`config.mk`:
```
export PLATFORM = sky130hd
export DESIGN_NAME = rmw_slave
export DESIGN_NICKNAME = d
export VERILOG_FILES = /design/src/inc/rmw_pkg.sv /design/src/design/rmw_slave.sv /design/src/design/rmw_lane.sv
export VERILOG_INCLUDE_DIRS = /design/src /design/src/inc
export SDC_FILE = /design/constraint.sdc
export NUM_CORES = 1
export LEC_CHECK = 0
export ABC_CLOCK_PERIOD_IN_PS = 2800
export BUFFER_PORTS_ARGS = -buffer_cell sky130_fd_sc_hd__buf_2
export CORE_MARGIN = 1
export CORE_UTILIZATION = 45
export CTS_CLUSTER_DIAMETER = 150
export DETAILED_ROUTE_END_ITERATION = 6
export PLACE_DENSITY = 0.77
export SLEW_MARGIN = 0
export SYNTH_ARGS = -nofsm -noshare
export SYNTH_HDL_FRONTEND = slang
export SYNTH_SLANG_ARGS = --single-unit
```
`constraint.sdc`:
```
create_clock -name clk_i -period 2.8 [get_ports clk_i]
set_input_delay 0.28 -clock clk_i [delete_from_list [all_inputs] [get_ports clk_i]]
set_output_delay 0.28 -clock clk_i [all_outputs]
set_load 0.1 [all_outputs]
```
`src/inc/rmw_defines.svh`:
```
`ifndef RMW_DEFINES_SVH
`define RMW_DEFINES_SVH

// Register byte offsets
`define RMW_OFS_CTRL 8'h00
`define RMW_OFS_STAT 8'h04
`define RMW_OFS_OPHI 8'h08
`define RMW_OFS_OPLO 8'h0C

// Control fields
`define RMW_CTRL_BIG_BIT 0
`define RMW_CTRL_RMW_BIT 1
`define RMW_CTRL_RST 2'h0

// Status fields
`define RMW_STAT_LOCK_BIT 0
`define RMW_STAT_RMW_BIT 1
`define RMW_STAT_CNT_LSB 8
`define RMW_STAT_CNT_W 16

// Reset values
`define RMW_MEM_RST 64'h0000000000000000

`endif

```
`src/inc/rmw_pkg.sv`:
```
package rmw_pkg;

    typedef enum logic [1:0]
    {
        RMW_IDLE = 2'b00,
        RMW_READ = 2'b01,
        RMW_GAP = 2'b10,
        RMW_WRITE = 2'b11
    } rmw_phase_t;

endpackage

```
`src/design/rmw_slave.sv`:
```
// Chosen here: the Wishbone slave port and the placing of the registers.
`timescale 1ns/10ps
`include "rmw_defines.svh"

// Overview of operation
// - RMW is one read then one write
// - Slave acks read half with valid data
// - Slave drops ack whenever stb is low
// - Slave may stall ack in write half
// - Slave captures write data on ack
// - RMW support may be switched off
// - Big endian: most significant at lower address
// - Little endian: most significant at higher address
// - Big endian 64-bit: unit 0 on top lanes
// - Little endian 64-bit: unit 0 bottom lanes
// - Units under granularity are not transferable
// - Wide operands split into port-width cycles
// - Port width is 8, 16, 32, 64
// - Granularity and operand size from that set
// - Unknown operand size equals granularity
// - Width equal granularity: orderings identical
// - Pieces go low address to high
module rmw_slave
    import rmw_pkg::*;
#(
    parameter int PORT_W = 32,
    parameter int GRAN_W = 8,
    parameter int OPER_W = 0,
    parameter int WAIT_W = 1
)
(
    input wire logic clk_i,
    input wire logic nrst_i,
    // Port A: register and semaphore master
    input wire logic cyc_i,
    input wire logic stb_i,
    input wire logic we_i,
    input wire logic [7:0] adr_i,
    input wire logic [3:0] sel_i,
    input wire logic [31:0] dat_i,
    output logic [31:0] dat_o,
    output logic ack_o,
    // Port B: second master competing for the shared word
    input wire logic b_cyc_i,
    input wire logic b_stb_i,
    input wire logic b_we_i,
    input wire logic [2:0] b_adr_i,
    input wire logic [PORT_W/8-1:0] b_sel_i,
    input wire logic [PORT_W-1:0] b_dat_i,
    output logic [PORT_W-1:0] b_dat_o,
    output logic b_ack_o,
    output logic b_err_o
);
    // Port width, granularity and operand size
    // Unknown operand size (0) falls back to granularity
    localparam int OPS_W = (OPER_W == 0) ? GRAN_W : OPER_W;
    localparam int NPIECE = 64 / PORT_W;
    localparam int GSEL = GRAN_W / 8;

    initial
    begin
        if (!(PORT_W inside {8, 16, 32, 64}))
            $error("port width must be 8, 16, 32 or 64");
        if (!(GRAN_W inside {8, 16, 32, 64}) || GRAN_W > PORT_W)
            $error("granularity must be 8..64 and fit the port");
        if (!(OPS_W inside {8, 16, 32, 64}) || OPS_W < GRAN_W)
            $error("operand size must be 8..64, not below granularity");
        if (WAIT_W < 0 || WAIT_W > 15)
            $error("write wait states must be 0..15");
    end

    typedef struct packed {
        logic [1:0] ctrl;
        logic [63:0] mem;
        rmw_phase_t phase;
        logic ack_a;
        logic ack_b;
        logic err_b;
        logic [31:0] rd_a;
        logic [PORT_W-1:0] rd_b;
        logic [2:0] lock_adr;
        logic [3:0] wait_cnt;
        logic [`RMW_STAT_CNT_W-1:0] rmw_cnt;
    } rmw_state_t;

    rmw_state_t s_q;
    rmw_state_t s_d;

    logic big;
    logic [PORT_W-1:0] lane_rd;
    logic sel_ok;
    logic locked;
    logic [63:0] wr_mask;

    // Width equal to granularity: both orderings coincide
    assign big = (PORT_W == GRAN_W) ? 1'b0 : s_q.ctrl[`RMW_CTRL_BIG_BIT];
    assign locked = (s_q.phase != RMW_IDLE);
    assign ack_o = s_q.ack_a;
    assign dat_o = s_q.rd_a;
    assign b_ack_o = s_q.ack_b;
    assign b_err_o = s_q.err_b;
    assign b_dat_o = s_q.rd_b;

    // Piece order: lower address first
    rmw_lane #(.PORT_W(PORT_W)) u_lane
    (
        .operand_i(s_q.mem),
        .piece_i(b_adr_i),
        .big_i(big),
        .lane_o(lane_rd)
    );

    // Byte selects must cover whole granules
    function automatic logic gran_ok(input logic [PORT_W/8-1:0] sel);
        logic ok;
        ok = (sel != '0);
        for (int g = 0; g < PORT_W / 8; g += GSEL)
        begin
            if (sel[g +: GSEL] != '0 && sel[g +: GSEL] != '1)
                ok = 1'b0;
        end
        gran_ok = ok;
    endfunction

    assign sel_ok = gran_ok(b_sel_i);

    // Lane index of a piece inside the 64-bit word
    function automatic int piece_lane(input logic [2:0] adr,
        input logic big_ord);
        int pc;
        pc = int'(adr) % NPIECE;
        if (big_ord)
        begin
            pc = NPIECE - 1 - pc;
        end
        piece_lane = pc;
    endfunction

    // Byte-lane mask of one port-width piece
    function automatic logic [63:0] piece_mask(input int lane,
        input logic [PORT_W/8-1:0] sel);
        logic [63:0] m;
        m = '0;
        for (int i = 0; i < PORT_W / 8; i++)
        begin
            if (sel[i])
            begin
                m[lane*PORT_W + i*8 +: 8] = 8'hFF;
            end
        end
        piece_mask = m;
    endfunction

    // Merge a port-width piece into the word under a mask
    function automatic logic [63:0] merge(input logic [63:0] word,
        input logic [PORT_W-1:0] dat, input logic [63:0] mask);
        merge = (word & ~mask) | ({NPIECE{dat}} & mask);
    endfunction

    // Byte-enable update of one 32-bit half of the word
    function automatic logic [31:0] half_wr(input logic [31:0] old,
        input logic [31:0] dat, input logic [3:0] sel);
        logic [31:0] r;
        r = old;
        for (int i = 0; i < 4; i++)
        begin
            if (sel[i])
            begin
                r[i*8 +: 8] = dat[i*8 +: 8];
            end
        end
        half_wr = r;
    endfunction

    always_comb
    begin
        s_d = s_q;
        wr_mask = piece_mask(piece_lane(b_adr_i, big), b_sel_i);

        // Port A register access, single cycle
        s_d.ack_a = 1'b0;
        if (cyc_i && stb_i && !s_q.ack_a)
        begin
            s_d.ack_a = 1'b1;
            s_d.rd_a = '0;
            unique case (adr_i)
                `RMW_OFS_CTRL:
                begin
                    s_d.rd_a[1:0] = s_q.ctrl;
                    if (we_i && sel_i[0])
                        s_d.ctrl = dat_i[1:0];
                end
                `RMW_OFS_STAT:
                begin
                    s_d.rd_a[`RMW_STAT_LOCK_BIT] = locked;
                    s_d.rd_a[`RMW_STAT_RMW_BIT] = (s_q.phase == RMW_GAP);
                    s_d.rd_a[`RMW_STAT_CNT_LSB +: `RMW_STAT_CNT_W] =
                        s_q.rmw_cnt;
                end
                `RMW_OFS_OPHI:
                begin
                    s_d.rd_a = s_q.mem[63:32];
                    if (we_i && !locked)
                        s_d.mem[63:32] = half_wr(s_q.mem[63:32], dat_i, sel_i);
                end
                `RMW_OFS_OPLO:
                begin
                    s_d.rd_a = s_q.mem[31:0];
                    if (we_i && !locked)
                        s_d.mem[31:0] = half_wr(s_q.mem[31:0], dat_i, sel_i);
                end
                default:
                    s_d.rd_a = '0;
            endcase
        end

        // Port B: ack drops whenever stb is low
        s_d.ack_b = 1'b0;
        s_d.err_b = 1'b0;
        unique case (s_q.phase)
            RMW_IDLE:
            begin
                s_d.wait_cnt = '0;
                // Read half: we low with stb and cyc
                if (b_cyc_i && b_stb_i && !s_q.ack_b && !s_q.err_b)
                begin
                    if (!sel_ok)
                        s_d.err_b = 1'b1;
                    else if (!b_we_i)
                    begin
                        s_d.ack_b = 1'b1;
                        s_d.rd_b = lane_rd;
                        s_d.lock_adr = b_adr_i;
                        if (s_q.ctrl[`RMW_CTRL_RMW_BIT])
                            s_d.phase = RMW_READ;
                    end
                    else
                    begin
                        s_d.ack_b = 1'b1;
                        s_d.mem = merge(s_q.mem, b_dat_i, wr_mask);
                    end
                end
            end
            RMW_READ:
            begin
                // Read acked; on to gap while cyc held, else back to idle
                if (!b_cyc_i)
                    s_d.phase = RMW_IDLE;
                else
                    s_d.phase = RMW_GAP;
            end
            RMW_GAP:
            begin
                // Cyc held across halves keeps lock
                if (!b_cyc_i)
                    s_d.phase = RMW_IDLE;
                else if (b_stb_i && b_we_i)
                begin
                    if (b_adr_i != s_q.lock_adr || !sel_ok)
                    begin
                        s_d.err_b = 1'b1;
                        s_d.phase = RMW_IDLE;
                    end
                    else
                        s_d.phase = RMW_WRITE;
                end
            end
            RMW_WRITE:
            begin
                if (!b_cyc_i || !b_stb_i)
                    s_d.phase = b_cyc_i ? RMW_GAP : RMW_IDLE;
                else if (s_q.wait_cnt < 4'(WAIT_W))
                    s_d.wait_cnt = s_q.wait_cnt + 4'h1;
                else
                begin
                    // Capture write data on ack, end lock
                    s_d.ack_b = 1'b1;
                    s_d.mem = merge(s_q.mem, b_dat_i, wr_mask);
                    s_d.rmw_cnt = s_q.rmw_cnt + 16'h0001;
                    s_d.phase = RMW_IDLE;
                end
            end
        endcase
    end

    always_ff @(posedge clk_i or negedge nrst_i)
    begin
        if (!nrst_i)
        begin
            s_q.ctrl <= `RMW_CTRL_RST;
            s_q.mem <= `RMW_MEM_RST;
            s_q.phase <= RMW_IDLE;
            s_q.ack_a <= 1'b0;
            s_q.ack_b <= 1'b0;
            s_q.err_b <= 1'b0;
            s_q.rd_a <= 32'h00000000;
            s_q.rd_b <= '0;
            s_q.lock_adr <= 3'h0;
            s_q.wait_cnt <= 4'h0;
            s_q.rmw_cnt <= 16'h0000;
        end
        else
        begin
            s_q <= s_d;
        end
    end
endmodule

```
`src/design/rmw_lane.sv`:
```
`timescale 1ns/10ps
`include "rmw_defines.svh"

// Maps a 64-bit operand onto one port-width bus cycle
module rmw_lane
    import rmw_pkg::*;
#(
    parameter int PORT_W = 32
)
(
    input wire logic [63:0] operand_i,
    input wire logic [2:0] piece_i,
    input wire logic big_i,
    output logic [PORT_W-1:0] lane_o
);
    localparam int NPIECE = 64 / PORT_W;

    function automatic logic [PORT_W-1:0] pick(
        input logic [63:0] op,
        input logic [2:0] piece,
        input logic big
    );
        int idx;
        idx = int'(piece) % NPIECE;
        if (big)
        begin
            idx = NPIECE - 1 - idx;
        end
        pick = op[idx*PORT_W +: PORT_W];
    endfunction

    // Big endian: piece 0 holds the most significant part
    // Little endian: piece 0 holds the least significant part
    always_comb
    begin
        lane_o = pick(operand_i, piece_i, big_i);
    end
endmodule

```
==> After elaboration in Yosys (flattened, before gate mapping) <==
Index checks and enable logic that the tools add are counted.
W data, S select, Z words.
{ "totals": {"ff_bits": 158, "out_inout_bits": 67, "wordCells": 135} }
{ "op_classes": {"addsub": 10, "magnitude_cmp": 1, "eq_ne": 15, "shift": 9, "muxes": 54, "n_bitwise": 8, "reduce_logical": 27} }
{ "op_table": {"columns": ["cell", "n"], "rows": [
  ["$mux W64", 7],
  ["$shift A8 B33 Y64 const A", 4],
  ["$shiftx A8 B33 Y64 const A", 4],
  ["$mux W66", 3],
  ["$and A64 B64 Y64", 3],
  ["$bwmux W64", 3],
  ["$neg A32 Y33", 4],
  ["$mux W32", 4],
  ["$pmux W64 S2", 1],
  ["$add A32 B6 Y32 const B", 2],
  ["$mux W8", 8],
  ["$not A64 Y64", 1],
  ["$or A64 B64 Y64", 1],
  ["$shiftx A64 B32 Y32", 1],
  ["$pmux W16 S3", 1],
  ["$add A32 B5 Y32 const B", 1],
  ["$mux W27", 1],
  ["$mux W20", 1],
  ["$add A16 B1 Y16 const B", 1],
  ["$eq A8 B4 Y1 const B", 2],
  ["$mux W16", 1],
  ["$mux W2", 8],
  ["$pmux W2 S4", 2],
  ["$pmux W8 S2", 1],
  ["26 further kinds", 59]
]} }

==> Longest topological paths before layout <==
{ "logic_depth": {"word_depth": 19, "depth_mapped": 9, "ltp_nobuf": 7} }

==> Hierarchy <==
A second synthesis with hierarchy kept.
{ "unflattened": {"hier_cells": 777, "area_unflattened_um2": 8823.5} }
{ "by_module_without_submodules": {"columns": ["module", "instances", "cells_per_inst", "area_each_um2", "seq_area_each_um2"], "rows": [
  ["rmw_slave", 1, 741, 8405.6, 3953.8],
  ["rmw_lane", 1, 36, 417.9, 0.0]
]} }

==> Least setup slack after synthesis <==
No wires, ideal clock.
{ "synth_timing": {"kind": "register to register", "from": "register s_q, in the netlist ack_o", "to": "register s_q[114] in the netlist's numbering", "setup_time_ns": 0.148, "t_arrival_ns": 2.184, "required_time_ns": 2.652, "setup_slack_ns": 0.468, "path_stages_with_launch": 5, "path_buffers": 0, "synth_period_minus_slack_ns": 2.332, "cell_sequence": "dfrtp_1 nand4b_2 nor4_4 mux2i_1 o22ai_1"} }
{ "synth_rtl": {"columns": ["item", "line", "source"], "rows": [
  ["from (decl)", "rmw_slave.sv:86", "rmw_state_t s_q;"]
]} }

==> metrics.log <==
[metrics] buffer type at the clock tree root: sky130_fd_sc_hd__clkbuf_16
[metrics] post-detailed-routing wire length: 22500 um
[metrics] global-route wire length before repair: 35200 um
[metrics] estimated wirelength of the detail-placed design: 15800 um
[metrics] fraction of synthesis flops using an asynchronous set or reset pin: 100%
[metrics] I/O pin cnt: 158
[metrics] via count of the first global-routing pass: 6405
[metrics] total CTS buffers: 17
[metrics] part of the power in registers: 36.6%
[metrics] DIE WIDTH: 141 um
[metrics] worst path bufs/invs: 1
[metrics] critical path launch point: s_q[91]$_DFFE_PN0P_
[metrics] Maximum Capacitance Violations: 0
[metrics] NumNets Final: 999
[metrics] combined area of all synthesized cells: 8710 um2
[metrics] core box area: 18800 um2
[metrics] DR DRC count: 0
[metrics] max incr delay on CP: 0.62 ns
[metrics] data required time of the critical path: 3.08 ns
[metrics] highest metal layer used by the detailed router: met5
[metrics] Synth cell types: 44
[metrics] Total Routing Usage GR: 23.4%
[metrics] Comb power frac: 34.6%
[metrics] share of cells above drive strength 1: 27.1%
[metrics] floorplan row count: 50
[metrics] Slew headroom: 25.0%
[metrics] area share of the largest cell type after synthesis: 45.4%
[metrics] Post-CTS Setup Inserts: 0
[metrics] number of antenna violations at the first check in global routing: 3
[metrics] total negative setup slack: 0 ns
[metrics] CTS clock-pin slew for the worst setup and hold paths: 0.07 ns
[metrics] Syn Area/Cell: 10.8 um2
[metrics] internal power summed over all cells: 5.20 mW
[metrics] clk buf depth: 2
[metrics] gate family responsible for the most delay along the worst path: simple AND/OR/NAND/NOR gates
[metrics] initial cell density of the core: 46.2%
[metrics] net switching component of the power: 3.45 mW
[metrics] fin crit period: 2.29 ns
[metrics] IO Port Bufs: 157
[metrics] net count after synthesis: 902
[metrics] overall die height: 141 um
[metrics] Met1 Wirelength: 9980 um
[metrics] Syn-to-layout area delta: 15.4%
[metrics] number of register bits inferred by synthesis: 158
[metrics] H-tree depth reported by CTS: 4
[metrics] total via count in the routed design: 6492
[metrics] total gr overflow: 0
[metrics] status: finished clean
[metrics] Initial DRT Pass Iterations: 5
[metrics] Critical Path Fanout Max: 8
[metrics] Cell Chain, Critical Path: inv_1 -> ha_1 -> and4b_1 -> nand4_2 -> nor2_2 -> mux2i_1 -> o22ai_1
[metrics] biggest area contributors in the synthesized netlist: sky130_fd_sc_hd__dfrtp_1 45%, sky130_fd_sc_hd__mux2i_1 20%, sky130_fd_sc_hd__buf_4 5.5%
[metrics] TritonCTS clock tree: built
[metrics] clk_skew: 0.0141 ns
[metrics] startpoint of the tightest hold check path: b_adr_i[1]
[metrics] post-route clock period utilization: 81.7%
[metrics] startpoint of the most critical register-to-register path: s_q[91]$_DFFE_PN0P_
[metrics] DR WL/cell: 19.2 um
[metrics] top cell types by occurrence after synthesis: 177 x sky130_fd_sc_hd__mux2i_1, 158 x sky130_fd_sc_hd__dfrtp_1, 91 x sky130_fd_sc_hd__nand2_1, 64 x sky130_fd_sc_hd__buf_4, 64 x sky130_fd_sc_hd__o22ai_1
[metrics] leakage power: 4.90 nW
[metrics] worst setup timing slack at the placement stage: 0.309 ns
[metrics] min setup slack post-route: 0.511 ns
[metrics] count of fill cells added during filler insertion: 1666
[metrics] final setup violation count: 0
[metrics] post-cts sizing count: 0
[metrics] Fin. Hold Viols: 0
[metrics] share of total power in the clock network: 28.8%
[metrics] Clock Sinks: 158
[metrics] final weighted congestion in routability-driven placement: 0.826
[metrics] Worst setup SP type: flop
[metrics] arrival time worst endpoint: 2.57 ns
[metrics] critical path type: reg -> reg
[metrics] Final Slew Violations: 0
[metrics] PD cells: 861 nW/um2
[metrics] antenna-violating nets left: 0
[metrics] Worst Hold Class: in -> reg
[metrics] largest area contributor in the netlist: sky130_fd_sc_hd__dfrtp_1
[metrics] Seq/Total Area, Yosys: 45.4%
[metrics] peak supply drop: 437 uV
[metrics] slew at the pin closest to its max-slew limit: 1.12 ns
[metrics] met3 routed wirelength: 1240 um
[metrics] unrepaired setup endpoints after global routing: false
[metrics] DIE AREA: 19900 um2
[metrics] fmax: 0.437 GHz
[metrics] met2 routed wirelength: 10900 um
[metrics] fraction of power spent switching nets: 39.9%
[metrics] vias per std cell: 5.53
[metrics] Post-Syn Instances: 803
[metrics] Worst Setup End Kind: flop
[metrics] EDFF count, synth: 0
[metrics] dominant synthesized flop cell: sky130_fd_sc_hd__dfrtp_1
[metrics] Starting DRT DRC Count: 521
[metrics] Yosys warning count: 0
[metrics] cell with the most instances after synthesis: sky130_fd_sc_hd__mux2i_1
[metrics] standard cell with the maximum stage delay on the critical path: sky130_fd_sc_hd__nor2_2
[metrics] maximum number of pins on one net before global-route repair: 60
[metrics] source-to-sink clock delay at the later pin of the worst-skew pair: 0.43 ns
## flip-flops by register name, indices dropped and copies added (netlist names)
register and count:
s_q 90, b_dat_o 32, ack_o 1, dat_o 32, big 1, b_ack_o 1
b_err_o 1
## routing by layer
metal | track usage, % | vias to the layer above
li1 | - | 3050
met1 | 30.9 | 3195
met2 | 38.1 | 214
met3 | 5.20 | 31
met4 | 7.27 | 2
met5 | 0 | -
## final timing paths
check                                          to  slack (ns)  cells past startpoint
hold reg to reg              dat_o[7]$_DFFE_PN0N_        0.47                      2
hold / removal                s_q[21]$_DFFE_PN0P_        0.11                      2
max in group asynchronous   dat_o[13]$_DFFE_PN0N_        1.60                      3
setup reg to reg               s_q[117]$_DFF_PN0_        0.51                      7
setup / recovery               s_q[117]$_DFF_PN0_        0.51                      7
min in group asynchronous  b_dat_o[2]$_DFFE_PN0P_        0.40                      2
## final cells by class
| type | count | area [um2] | area share (%) |
|---|---|---|---|
| Timing Repair Buffer | 181 | 1000 | 9.95 |
| Antenna cell | 2 | 5.00 | 0.0498 |
| Multi-Input combinational cell | 532 | 4100 | 40.7 |
| Inverter | 10 | 37.5 | 0.374 |
| Clock buffer | 25 | 505 | 5.03 |
| Clock inverter | 5 | 128 | 1.27 |
| Tap cell | 260 | 325 | 3.24 |
| Sequential cell | 158 | 3950 | 39.3 |
## cells by family (layout without fill, tap and decap cells)
| kind of cell | count (synthesis) | after routing | share of synthesized area (%) |
|---|---|---|---|
| flip-flops | 158 | 158 | 45.4 |
| AO/OA/AOI/OAI | 156 | 156 | 10.7 |
| other | 0 | 2 | 0 |
| adder cells (fa/ha/maj) | 8 | 8 | 1.15 |
| AND/OR/NAND/NOR | 148 | 148 | 9.25 |
| multiplexers | 200 | 200 | 23.6 |
| XOR/XNOR | 20 | 20 | 2.01 |
| buffers and inverters | 113 | 221 | 7.92 |
## layout by cell type, fill, tap and decap left out, types with 3 or more instances in the layout
| cell | n |
|---|---|
| sky130_fd_sc_hd__nand3_1 | 9 |
| sky130_fd_sc_hd__clkbuf_1 | 3 |
| sky130_fd_sc_hd__buf_2 | 156 |
| sky130_fd_sc_hd__o21ai_1 | 21 |
| sky130_fd_sc_hd__clkbuf_16 | 17 |
| sky130_fd_sc_hd__a31oi_1 | 3 |
| sky130_fd_sc_hd__nor3_4 | 3 |
| sky130_fd_sc_hd__nand4_1 | 5 |
| sky130_fd_sc_hd__o22ai_1 | 64 |
| sky130_fd_sc_hd__clkbuf_8 | 5 |
| sky130_fd_sc_hd__inv_1 | 10 |
| sky130_fd_sc_hd__nor4_4 | 5 |
| sky130_fd_sc_hd__nand2_1 | 91 |
| sky130_fd_sc_hd__nor3_1 | 3 |
| sky130_fd_sc_hd__bufinv_16 | 4 |
| sky130_fd_sc_hd__a21oi_1 | 4 |
| sky130_fd_sc_hd__mux2_2 | 21 |
| sky130_fd_sc_hd__a22oi_1 | 17 |
| sky130_fd_sc_hd__buf_4 | 21 |
| sky130_fd_sc_hd__xnor2_1 | 10 |
| sky130_fd_sc_hd__nor2_1 | 9 |
| sky130_fd_sc_hd__o21ai_0 | 43 |
| sky130_fd_sc_hd__ha_1 | 8 |
| sky130_fd_sc_hd__xor2_1 | 8 |
| sky130_fd_sc_hd__dfrtp_1 | 158 |
| sky130_fd_sc_hd__mux2i_1 | 177 |
## stage by stage
step                hold slack (ns)  power, mW  utilization, %  cell area [um2]  cells
detailed placement            0.302       6.17            49.9             9400   1140
global placement              0.296       6.10            49.9             9400   1140
floorplan                   -0.0156       5.67               -             8710    803
CTS                           0.102       8.67            53.3            10000   1171
global route                  0.103       9.04            53.4            10000   1173
finish                        0.109       8.65            53.4            10000   1173
## repair_timing
item                                    4_1_cts  5_1_grt
endpoints found under the hold margin        56        0
hold buffers                                  1        0
endpoints found under the setup margin        0        0
## worst register-to-register path, delay by kind of cell (launching register included)
family                     cells  cell delay [ns]
and+or+nand+nor                3             1.07
DFF                            1             0.40
muxes                          1             0.27
adders and majority gates      1             0.17
buffers and inverters          1             0.13
AOI/OAI and AO/OA              1             0.10
## power by group through the flow
| stage | registers, mW | clock network [mW] | logic, mW |
|---|---|---|---|
| finish | 3.17 | 2.49 | 2.99 |
| global route | 3.23 | 2.62 | 3.18 |
| global placement | 3.16 | 0 | 2.94 |
| floorplan | 3.13 | 0 | 2.54 |
| detailed placement | 3.19 | 0 | 2.98 |
| CTS | 3.16 | 2.51 | 3.00 |
No activity file was read; power rests on OpenSTA's default activity.
